$ cat src/accel_defines.svh
// Shared constants for the accelerometer mode and rate control ends
`ifndef ACCEL_DEFINES_SVH
`define ACCEL_DEFINES_SVH
`define CLOCK_HZ 25000000
`define HZ_PER_KHZ 1000
`define HZ_PER_MHZ 1000000
`define BOOT_TIME_MS 5
`define LP_ON_TIME_US 1000
`define NORMAL_ON_TIME_US 1600
`define HIGH_RES_ON_PERIODS 7
`define ADDR_CONTROL_ONE 8'h20
`define ADDR_CONTROL_TWO 8'h21
`define ADDR_CONTROL_THREE 8'h22
`define ADDR_CONTROL_FOUR 8'h23
`define ADDR_CONTROL_SIX 8'h25
`define ADDR_REFERENCE 8'h26
`define ADDR_OUT_X_L 8'h28
`define ADDR_OUT_X_H 8'h29
`define ADDR_OUT_Y_L 8'h2a
`define ADDR_OUT_Y_H 8'h2b
`define ADDR_OUT_Z_L 8'h2c
`define ADDR_OUT_Z_H 8'h2d
`define ADDR_IRQ_GEN_A 8'h30
`define ADDR_IRQ_GEN_B 8'h34
`define LOW_POWER_BIT 3
`define HIGH_RES_BIT 3
`define RATE_MSB 7
`define RATE_LSB 4
`define X_EN_BIT 0
`define Y_EN_BIT 1
`define Z_EN_BIT 2
`define ROUTE_GEN_A_BIT 6
`define ROUTE_GEN_B_BIT 5
`define POLARITY_BIT 1
`define ALL_EVENTS_BIT 7
`define RATE_POWER_DOWN 4'h0
`define REG_RESET 8'h00
`define SW_COMMAND 8'h00
`define SW_TARGET 8'h01
`define SW_WDATA 8'h02
`define SW_RDATA 8'h03
`define SW_STATUS 8'h04
`define SW_IRQ_STATUS 8'h05
`define SW_IRQ_MASK 8'h06
`define CMD_WRITE 0
`define CMD_READ 1
`define CMD_RECOVER 2
`define RECOVER_HIGH_RES 8'h08
`define RECOVER_ON 8'h57
`define RECOVER_OFF 8'h07
`define EV_DONE 0
`define EV_PIN_A 1
`define EV_PIN_B 2
`define EV_REFUSED 3
`endif

$ cat src/accel_pkg.sv
// Types and decode helpers shared by both ends
`default_nettype none
package accel_pkg;
	typedef enum logic [1:0] {MODE_NORMAL, MODE_HIGH_RES, MODE_LOW_POWER, MODE_FORBIDDEN} mode_type;
	typedef enum logic [1:0] {BOOTING, POWERED_DOWN, SAMPLING} dev_state_type;
	typedef enum logic [1:0] {IDLE, ISSUE, CAPTURE, TURN_ON} host_state_type;

	function automatic mode_type decode_mode(input logic lp, input logic high_res);
		return mode_type'({lp, high_res});
	endfunction

	// Zero means no sampling at this code in this mode
	function automatic int unsigned rate_hz(input logic [3:0] code, input logic lp);
		case (code)
			4'h1: return 1;
			4'h2: return 10;
			4'h3: return 25;
			4'h4: return 50;
			4'h5: return 100;
			4'h6: return 200;
			4'h7: return 400;
			4'h8: return lp ? 1600 : 0;
			4'h9: return lp ? 5376 : 1344;
			default: return 0;
		endcase
	endfunction

	function automatic logic [15:0] sample_mask(input mode_type mode);
		case (mode)
			MODE_LOW_POWER: return 16'hff00;
			MODE_HIGH_RES: return 16'hfff0;
			default: return 16'hffc0;
		endcase
	endfunction
endpackage
`default_nettype wire

$ cat src/accel_link_if.sv
// Register link between the host controller and the sensor device
`default_nettype none
interface accel_link_if;
	logic [7:0] addr;
	logic [7:0] wdata;
	logic wr;
	logic rd;
	logic [7:0] rdata;
	logic irq_pin_a;
	logic irq_pin_b;
	modport device (input addr, input wdata, input wr, input rd,
		output rdata, output irq_pin_a, output irq_pin_b);
	modport host (output addr, output wdata, output wr, output rd,
		input rdata, input irq_pin_a, input irq_pin_b);
endinterface
`default_nettype wire

$ cat src/accel_device.sv
// Sensor device end: boot, mode and rate decode, sampling, register file
// Contract
// - Boot about 5 ms, then power-down.
// - Low-power and high-resolution bits choose mode.
// - Low-power mode gives 8-bit samples.
// - Normal mode gives 10-bit samples.
// - High-resolution mode gives 12-bit samples.
// - Rate code zero off, one to seven rates.
// - Codes eight and nine give mode-dependent fast rates.
// - Power-down keeps configuration and host interface.
// - Power-down freezes last output samples.
// - Disabled axes output zero; enabled sample.
// - Samples left-aligned in output registers.
// - Interrupt generators routable to both pins.
// - Reference read resets filter block.
// - Host waits turn-on time after enabling.
// - Host recovery sequence through power-down.
`include "accel_defines.svh"
`default_nettype none
module accel_device #(
	parameter int unsigned CLOCK_HZ = `CLOCK_HZ,
	parameter int unsigned BOOT_CYCLES = `BOOT_TIME_MS * (CLOCK_HZ / `HZ_PER_KHZ)
) (
	input wire logic clk,
	input wire logic reset_n,
	accel_link_if.device link,
	input wire logic [15:0] accel_x,
	input wire logic [15:0] accel_y,
	input wire logic [15:0] accel_z,
	output logic booting,
	output accel_pkg::mode_type active_mode,
	output logic sampling,
	output logic sample_strobe,
	output logic filter_reset
);
	import accel_pkg::*;
	typedef struct packed {
		dev_state_type phase;
		logic [31:0] boot_count;
		logic [7:0] control_one;
		logic [7:0] control_two;
		logic [7:0] control_three;
		logic [7:0] control_four;
		logic [7:0] control_six;
		logic [7:0] reference;
		logic [7:0] gen_a_cfg;
		logic [7:0] gen_b_cfg;
		logic [15:0] out_x;
		logic [15:0] out_y;
		logic [15:0] out_z;
		logic gen_a;
		logic gen_b;
		logic pin_a;
		logic pin_b;
		logic [7:0] rdata;
		mode_type mode;
		logic booting;
		logic sampling;
		logic sample_strobe;
		logic filter_reset;
	} device_type;
	device_type state, next_state;
	mode_type mode;
	logic tick;
	logic [3:0] rate_code;
	logic lp;
	logic active_ok;
	logic hit_a;
	logic hit_b;
	logic route_a;
	logic route_b;

	// High event beyond half scale positive, low event beyond half scale negative
	function automatic logic gen_hit(input logic [7:0] cfg, input logic [15:0] x,
		input logic [15:0] y, input logic [15:0] z);
		logic [5:0] ev;
		logic [5:0] en;
		ev = {~z[15] & z[14], z[15] & ~z[14], ~y[15] & y[14], y[15] & ~y[14],
			~x[15] & x[14], x[15] & ~x[14]};
		en = cfg[5:0];
		if (cfg[`ALL_EVENTS_BIT])
			return (|en) && (&(ev | ~en));
		return |(ev & en);
	endfunction

	rate_ticker #(.CLOCK_HZ(CLOCK_HZ)) ticker (
		.clk(clk),
		.reset_n(reset_n),
		.run(state.phase == SAMPLING),
		.rate_code(rate_code),
		.low_power(lp),
		.tick(tick)
	);

	always_comb
	begin
		lp = state.control_one[`LOW_POWER_BIT];
		rate_code = state.control_one[`RATE_MSB:`RATE_LSB];
		mode = decode_mode(lp, state.control_four[`HIGH_RES_BIT]);
		// Codes with no rate in this mode behave as power-down
		active_ok = (rate_code != `RATE_POWER_DOWN) && (rate_hz(rate_code, lp) != 0)
			&& (mode != MODE_FORBIDDEN);
		next_state = state;
		next_state.sample_strobe = 1'b0;
		next_state.filter_reset = 1'b0;
		next_state.mode = mode;

		if (state.phase == BOOTING)
		begin
			if (state.boot_count >= 32'(BOOT_CYCLES) - 32'h1)
				next_state.phase = POWERED_DOWN;
			else
				next_state.boot_count = state.boot_count + 32'h1;
		end
		else
			next_state.phase = active_ok ? SAMPLING : POWERED_DOWN;

		// The link stays live in every phase and nothing clears the setup
		if (link.wr)
		begin
			case (link.addr)
				`ADDR_CONTROL_ONE: next_state.control_one = link.wdata;
				`ADDR_CONTROL_TWO: next_state.control_two = link.wdata;
				`ADDR_CONTROL_THREE: next_state.control_three = link.wdata;
				`ADDR_CONTROL_FOUR: next_state.control_four = link.wdata;
				`ADDR_CONTROL_SIX: next_state.control_six = link.wdata;
				`ADDR_REFERENCE: next_state.reference = link.wdata;
				`ADDR_IRQ_GEN_A: next_state.gen_a_cfg = link.wdata;
				`ADDR_IRQ_GEN_B: next_state.gen_b_cfg = link.wdata;
				default: ;
			endcase
		end

		next_state.rdata = 8'h00;
		if (link.rd)
		begin
			case (link.addr)
				`ADDR_CONTROL_ONE: next_state.rdata = state.control_one;
				`ADDR_CONTROL_TWO: next_state.rdata = state.control_two;
				`ADDR_CONTROL_THREE: next_state.rdata = state.control_three;
				`ADDR_CONTROL_FOUR: next_state.rdata = state.control_four;
				`ADDR_CONTROL_SIX: next_state.rdata = state.control_six;
				`ADDR_REFERENCE:
				begin
					next_state.rdata = state.reference;
					next_state.filter_reset = 1'b1;
				end
				`ADDR_OUT_X_L: next_state.rdata = state.out_x[7:0];
				`ADDR_OUT_X_H: next_state.rdata = state.out_x[15:8];
				`ADDR_OUT_Y_L: next_state.rdata = state.out_y[7:0];
				`ADDR_OUT_Y_H: next_state.rdata = state.out_y[15:8];
				`ADDR_OUT_Z_L: next_state.rdata = state.out_z[7:0];
				`ADDR_OUT_Z_H: next_state.rdata = state.out_z[15:8];
				`ADDR_IRQ_GEN_A: next_state.rdata = state.gen_a_cfg;
				`ADDR_IRQ_GEN_B: next_state.rdata = state.gen_b_cfg;
				default: next_state.rdata = 8'h00;
			endcase
		end

		// Outputs only move on a tick while sampling, so power-down holds them
		if (tick && state.phase == SAMPLING && active_ok)
		begin
			next_state.sample_strobe = 1'b1;
			next_state.out_x = state.control_one[`X_EN_BIT]
				? (accel_x & sample_mask(mode)) : 16'h0000;
			next_state.out_y = state.control_one[`Y_EN_BIT]
				? (accel_y & sample_mask(mode)) : 16'h0000;
			next_state.out_z = state.control_one[`Z_EN_BIT]
				? (accel_z & sample_mask(mode)) : 16'h0000;
			next_state.gen_a = gen_hit(state.gen_a_cfg, next_state.out_x,
				next_state.out_y, next_state.out_z);
			next_state.gen_b = gen_hit(state.gen_b_cfg, next_state.out_x,
				next_state.out_y, next_state.out_z);
		end
		// A filter reset also drops pending generator flags
		if (next_state.filter_reset)
		begin
			next_state.gen_a = 1'b0;
			next_state.gen_b = 1'b0;
		end

		hit_a = next_state.gen_a;
		hit_b = next_state.gen_b;
		route_a = (next_state.control_three[`ROUTE_GEN_A_BIT] & hit_a)
			| (next_state.control_three[`ROUTE_GEN_B_BIT] & hit_b);
		route_b = (next_state.control_six[`ROUTE_GEN_A_BIT] & hit_a)
			| (next_state.control_six[`ROUTE_GEN_B_BIT] & hit_b);
		next_state.pin_a = route_a ^ next_state.control_six[`POLARITY_BIT];
		next_state.pin_b = route_b ^ next_state.control_six[`POLARITY_BIT];

		next_state.booting = (next_state.phase == BOOTING);
		next_state.sampling = (next_state.phase == SAMPLING);
	end

	always_ff @(posedge clk or negedge reset_n)
	begin
		if (!reset_n)
		begin
			state <= '0;
			state.phase <= BOOTING;
			state.booting <= 1'b1;
			state.mode <= MODE_NORMAL;
			state.control_one <= `REG_RESET;
			state.control_four <= `REG_RESET;
		end
		else
			state <= next_state;
	end

	assign link.rdata = state.rdata;
	assign link.irq_pin_a = state.pin_a;
	assign link.irq_pin_b = state.pin_b;
	assign booting = state.booting;
	assign active_mode = state.mode;
	assign sampling = state.sampling;
	assign sample_strobe = state.sample_strobe;
	assign filter_reset = state.filter_reset;
endmodule // accel_device
`default_nettype wire

$ cat src/rate_ticker.sv
// Sample-rate tick generator
`include "accel_defines.svh"
`default_nettype none
module rate_ticker #(
	parameter int unsigned CLOCK_HZ = `CLOCK_HZ
) (
	input wire logic clk,
	input wire logic reset_n,
	input wire logic run,
	input wire logic [3:0] rate_code,
	input wire logic low_power,
	output logic tick
);
	import accel_pkg::*;
	typedef struct packed {
		logic [31:0] count;
		logic tick;
	} ticker_type;
	ticker_type state, next_state;
	int unsigned rate;
	logic [31:0] period;

	always_comb
	begin
		rate = rate_hz(rate_code, low_power);
		period = (rate == 0) ? 32'h0 : 32'(CLOCK_HZ / rate);
		next_state = state;
		next_state.tick = 1'b0;
		if (!run || period == 32'h0)
			next_state.count = 32'h0;
		else if (state.count >= period - 32'h1)
		begin
			next_state.count = 32'h0;
			next_state.tick = 1'b1;
		end
		else
			next_state.count = state.count + 32'h1;
	end

	always_ff @(posedge clk or negedge reset_n)
	begin
		if (!reset_n)
			state <= '0;
		else
			state <= next_state;
	end

	assign tick = state.tick;
endmodule // rate_ticker
`default_nettype wire
$ cat src/flat_wrapper.sv
// flat-port wrapper written by rule: the top's interface ports become plain ports
module accel_device_flat import accel_pkg::*;
#(
	parameter int unsigned CLOCK_HZ = `CLOCK_HZ,
	parameter int unsigned BOOT_CYCLES = `BOOT_TIME_MS * (CLOCK_HZ / `HZ_PER_KHZ)
)
  (clk, reset_n, accel_x, accel_y, accel_z, booting, active_mode, sampling, sample_strobe, filter_reset, link_addr, link_wdata, link_wr, link_rd, link_rdata, link_irq_pin_a, link_irq_pin_b);
  accel_link_if link_i ();
  input wire logic clk;
  input wire logic reset_n;
  input wire logic [15:0] accel_x;
  input wire logic [15:0] accel_y;
  input wire logic [15:0] accel_z;
  output logic booting;
  output accel_pkg::mode_type active_mode;
  output logic sampling;
  output logic sample_strobe;
  output logic filter_reset;
  input wire logic [$bits(link_i.addr)-1:0] link_addr;
  input wire logic [$bits(link_i.wdata)-1:0] link_wdata;
  input wire logic [$bits(link_i.wr)-1:0] link_wr;
  input wire logic [$bits(link_i.rd)-1:0] link_rd;
  output wire logic [$bits(link_i.rdata)-1:0] link_rdata;
  output wire logic [$bits(link_i.irq_pin_a)-1:0] link_irq_pin_a;
  output wire logic [$bits(link_i.irq_pin_b)-1:0] link_irq_pin_b;
  assign link_i.addr = link_addr;
  assign link_i.wdata = link_wdata;
  assign link_i.wr = link_wr;
  assign link_i.rd = link_rd;
  assign link_rdata = link_i.rdata;
  assign link_irq_pin_a = link_i.irq_pin_a;
  assign link_irq_pin_b = link_i.irq_pin_b;
  accel_device #(.CLOCK_HZ(CLOCK_HZ), .BOOT_CYCLES(BOOT_CYCLES)) u_core (.clk(clk), .reset_n(reset_n), .link(link_i), .accel_x(accel_x), .accel_y(accel_y), .accel_z(accel_z), .booting(booting), .active_mode(active_mode), .sampling(sampling), .sample_strobe(sample_strobe), .filter_reset(filter_reset));
endmodule
$ cat config.mk
export PLATFORM = sky130hd
export DESIGN_NAME = accel_device_flat
export DESIGN_NICKNAME = d
export VERILOG_FILES = /design/src/accel_pkg.sv /design/src/accel_link_if.sv /design/src/accel_device.sv /design/src/rate_ticker.sv /design/src/flat_wrapper.sv
export VERILOG_INCLUDE_DIRS = /design/src
export SDC_FILE = /design/constraint.sdc
export NUM_CORES = 1
export LEC_CHECK = 0
export ABC_CLOCK_PERIOD_IN_PS = 112400
export BUFFER_PORTS_ARGS = -buffer_cell sky130_fd_sc_hd__buf_4
export CAP_MARGIN = 20
export CORE_UTILIZATION = 45
export DETAILED_ROUTE_END_ITERATION = 10
export GPL_TIMING_DRIVEN = 0
export SLEW_MARGIN = 0
export SYNTH_ARGS = -nofsm -noshare
export SYNTH_HDL_FRONTEND = slang
export SYNTH_SLANG_ARGS = --single-unit
$ cat constraint.sdc
create_clock -name clk -period 112.4 [get_ports clk]
set_clock_uncertainty 0.05 [all_clocks]
set_input_delay 0 -clock clk [delete_from_list [all_inputs] [get_ports clk]]
set_output_delay 0 -clock clk [all_outputs]
set_load 0.02 [all_outputs]
Word level (Yosys, flattened, before mapping)
Index checks and enable logic that the tools add are counted.

Register bits: 197. Input port bits: 68. Output and inout bits: 16. Word-level logic and storage cells: 158.

$add $sub $neg: 3. Divide/modulo/power cells: 1. Order comparisons: 2. Equality and inequality tests: 28. Mux-type cells: 38. Bitwise gates (word level): 30. Reductions and logical operators: 29.

Operators with widths (count): one-hot mux 32 bit (9 select lines) (1); equality test 8 x 6 -> 1 bit, second input constant (14); one-hot mux 8 bit (14 select lines) (1); 2-to-1 mux 32 bit (3); adder 32 x 1 -> 32 bit, second input constant (2); logical NOT 32 bit (2); 2-to-1 mux 16 bit (4); bitwise AND 16 bit (3); 2-to-1 mux 8 bit (6); 2-to-1 mux 47 bit (1); divider 25 x 32 -> 32 bit, first input constant (1); >= comparator 32 x 17 -> 1 bit, second input constant (1); >= comparator 32 bit (1); nonzero test 32 bit (1); subtractor 32 x 1 -> 32 bit, second input constant (1); OR reduction 6 bit (4); AND reduction 2 bit (9); equality test 4 x 3 -> 1 bit, second input constant (4); one-hot mux 8 bit (2 select lines) (1); 2-to-1 mux 1 bit (13); 2-to-1 mux 13 bit (1); bitwise AND 6 bit (2); NOT 6 bit (2); bitwise OR 6 bit (2); 19 further kinds (51).

Longest topological paths before layout
Depth after elaboration: 21. Mapped depth: 504. Depth with buffers taken out: 459.

Modules after synthesis
From an unflattened synthesis, not the netlist that was laid out.

Cells, all modules: 4508. Area total of the unflattened synthesis: 34738.3 um^2.

By module, submodules not included: rate_ticker (times used 1, cells each 3842, area each 27615.2 um^2, seq. area each 825.8 um^2); accel_device (times used 1, cells each 666, area each 7123.1 um^2, seq. area each 3804.9 um^2).

Least setup slack after synthesis
Ideal clock, no wire load.

Path kind: register -> register. Start point: reg u_core.state, in the netlist u_core.rate_code[0]. End point: reg u_core.ticker.state[10] in the netlist's numbering. Setup time: 0.072 ns. Arrival: 88.382 ns. Required time: 112.278 ns. Path slack: 23.895 ns. Stages on the path, launching flop included: 484. Path buffers: 48. Period minus slack after synthesis: 88.505 ns. Cell sequence: dfrtp_1 -> nor3b_1 -> inv_2 -> clkbuf_1 -> clkbuf_1 -> buf_1 -> buf_1 -> ha_1 -> buf_2 -> buf_1 -> nand2b_1 -> and3_1 -> ha_1 -> or2_2 -> a311oi_1 -> a2111oi_1 -> ha_1 -> or2_1 -> [448 not listed] -> nand2b_1 -> a21oi_1 -> nor2b_1 -> o21ai_0 -> nand2b_1 -> a21oi_1 -> nor2b_1 -> o21ai_0 -> nand2b_1 -> a21oi_1 -> nor2b_1 -> o21ai_0 -> nand2b_1 -> a21oi_1 -> o31ai_1 -> nand2b_1 -> clkbuf_1 -> nor2_1.

RTL lines: start: declaration (RTL line accel_device.sv:62) `device_type state, next_state;`; start signal: assignment (RTL line accel_device.sv:207) `state <= next_state;`; end signal: assignment (RTL line rate_ticker.sv:45) `state <= next_state;`; end: declaration (RTL line rate_ticker.sv:19) `ticker_type state, next_state;`.

==> metrics.md <==
| Metric | Value |
|---|---|
| Status | finished, final reports clean |
| Vias in the first global route | 32300 |
| Ys flop type | dfrtp_1 |
| Initial Util | 45.8% |
| Post-Syn Instances | roughly 4500 |
| Mapped Nets | 4847 |
| 1st-iter DRT viols | around 2200 |
| Core area | 73500 um2 |
| First-pass GRT wire length | 166000 um |
| DRT antenna net count | 0 |
| Slowest CP cell | dfrtp_1 |
| Critical Path AT | approximately 100 ns |
| Period utilisation layout | about nine tenths |
| Total CTS buffers | 17 |
| Vias after detailed routing | approximately 34000 |
| Setup-failing EPs final | 0 |
| Startpoint types | flip-flop |
| Drt total wl | 102000 um |
| CTS tree | done |
| Fill count | between 7000 and 8000 |
| Ratio of cells with drive above 1 in the final layout | 11.3% |
| H-tree lvl count | 4 |
| # diodes | 0 |
| Worst min path class | in2async |
| Port-buffer cells | 67 |
| Max-cap violations | 0 |
| Initial antenna violation count | 0 |
| Die height | 276 um |
| Max frequency | 9.72 MHz |
| R2R depth | 489 |
| Synthesized area | 33700 um2 |
| FF-to-FF Start | u_core.rate_code[2]$_DFFE_PN0P_ |
| Reg2reg setup slack | 9.51 ns |
| Row cnt | 99 |
| GRT Overall Usage | 26.3% |
| Largest family of logic cells by synthesized area | compound AO/OA/AOI/OAI gates |
| Relative slew slack | between 20 and 25% |
| Simple-Gate Fraction of Synth Area | between 20% and 30% |
| Post-layout util | 50.0% |
| Clock Latency Late Sink | 0.45 ns |
| Final nets | between 4000 and 5000 |
| Root Driver | clkbuf_16 |
| Min cycle time layout | 102.89 ns |
| CP Max Fanout | 13 |
| Crit Path Class | reg2reg |
| Die outline width | 276 um |
| DP HPWL | 80200 um |
| Final hold violations | 0 |
| Critical Path RT | 112.73 ns |
| Slowest stage delay, CP | a little under 0.6 ns |
| Die ar. | roughly 76000 um2 |
| Largest net degree at the start of global routing | 118 |
| Reg clk slew, reported paths | roughly 0.08 ns |
| Synth warn | 0 |
| Worst path most repeated cell | o21ai_0 |
| Wire per inst | 18.4 um |
| DRT Pass-1 Iters | 6 |
| Asr flop ratio synth | 100% |
| Synth Area in XOR/XNOR | ~7.1% |
| Vias/cell | around 6 |
| Remaining Overflow, GRT | 0 |
| Commonest non-fill, non-tap cell in the layout | nor2_1 |
| Synth Area in Compound Gates | 29.7% |
| Register bit total from synthesis | between 150 and 200 |
| Mux share of post-synthesis cell area | around 6.4% |
| Worst R2R End | u_core.ticker.state[16]$_DFF_PN0_ |
| Setup TNS | 0 ns |
| DR DRC count | 0 |
| Number of distinct library cells after synthesis | 153 |
| Area grow syn2layout | 9.01% |
| Crit end category | flip-flop |
| Commonest non-fill, non-tap cells in the layout | 459 x nor2_1, 386 x nand2_1, 321 x ha_1, 290 x a21oi_1, 286 x o21ai_0 |
| Clock buffer depth | 2 |
| I/O pin count | 84 |
| Post-Synth Adder-Cell Area | 11.9% |
| Slew at the pin closest to its max-slew limit | 1.18 ns |
| RePlAce Congestion | 0.897 |
| Post-synth EDFFs | 0 |
| Seq/Total Area, Yosys | 13.8% |
| Clk sinks | 185 |
| Syn Area/Cell | 7.55 um2 |
| Final slew viol count | 0 |
-- state kept, by name (all words and copies together) (netlist names), 2 cells and up --
signal / flops
u_core.state: 130
u_core.ticker.state: 32
u_core.link.rdata: 8
u_core.rate_code: 4
u_core.active_mode: 2
-- cell usage after synthesis (43+ instances only) --
library cell	number	area, um2
a21oi_1	290	1450
or3_1	60	375
mux2_2	130	1460
o21ai_0	288	1440
dfrtp_1	184	4600
a31oi_1	48	300
mux2i_1	54	541
nor3_1	133	666
buf_4	44	330
inv_1	141	529
nor2_1	462	1730
nand3_1	145	726
a21o_1	108	811
nand2b_1	98	613
o21a_1	101	758
clkbuf_1	92	345
o31ai_1	74	556
nand2_1	390	1460
and2_1	52	325
ha_1	321	4020
xnor2_1	157	1380
nor2b_1	55	344
nand4_1	48	300
xor2_1	107	937
a211oi_1	43	323
-- what timing repair did --
action                                  in CTS  in global routing
hold endpoints to repair                   176                  0
setup buffers                                0                  1
endpoints found under the setup margin       0                 33
gates resized for setup                      0                 56
hold buffers                                46                  0
-- through the flow --
step	hold slack [ns]	instance area (um2)	worst slack, ns	cells
floorplan	-0.346	33700	23.90	4458
global placement	0.220	35400	4.88	5484
detailed placement	-0.0614	35500	4.82	5490
CTS	0.0393	36500	4.29	5567
global route	0.0786	36700	-0.133	5567
finish	0.0363	36700	9.51	5567
-- layer usage --
| metal | vias to the layer above | part of all wire, % | global-route usage (%) |
|---|---|---|---|
| li1 | 17100 | - | - |
| met1 | 16200 | 46 | 34.0 |
| met2 | 783 | 49 | 47.2 |
| met3 | 149 | 3.2 | 1.66 |
| met4 | 0 | 2.2 | 6.95 |
| met5 | - | 0 | 0 |
-- critical path, delay by kind of cell (launching register included) --
family / cells / cell delay, ns
buf+inv: 51 / 13.03
mux: 6 / 2.16
flops: 1 / 0.58
fa+ha+maj: 33 / 9.92
simple gates: 145 / 27.11
compound gates: 254 / 49.74
-- kinds of logic after synthesis --
kind of cell             Yosys count
AND/OR/NAND/NOR                 1737
AO/OA/AOI/OAI                   1429
buffers and inverters            324
adder cells (fa/ha/maj)          321
XOR/XNOR                         269
multiplexers                     193
flip-flops                       185
-- layout make-up --
class                   instances  area (um2)  share of cell area, %
multi-input cells            3949       27700                   75.4
flip-flops and latches        185        4630                   12.6
well taps                     959        1200                   3.27
repair buffers                120        1070                   2.93
plain buffers                 176         995                   2.71
inverters                     147         552                   1.50
clock buffers                  18         429                   1.17
clock inverters                13         159                  0.433
-- worst max-delay path by stage --
stage,from,end,slack (ns),cells after the start
detailed placement,u_core.rate_code[2]$_DFFE_PN0P_,u_core.ticker.state[16]$_DFF_PN0_,4.82,486
floorplan,u_core.rate_code[0]$_DFFE_PN0P_,u_core.ticker.state[10]$_DFF_PN0_,23.90,483
global route,u_core.rate_code[2]$_DFFE_PN0P_,u_core.ticker.state[18]$_DFF_PN0_,-0.13,493
finish,u_core.rate_code[2]$_DFFE_PN0P_,u_core.ticker.state[16]$_DFF_PN0_,9.51,489
global placement,u_core.rate_code[2]$_DFFE_PN0P_,u_core.ticker.state[16]$_DFF_PN0_,4.88,482
CTS,u_core.rate_code[2]$_DFFE_PN0P_,u_core.ticker.state[16]$_DFF_PN0_,4.29,486
Power is not shown: default switching activity piles up to over one toggle a cycle in this logic, so the estimate is an artifact.
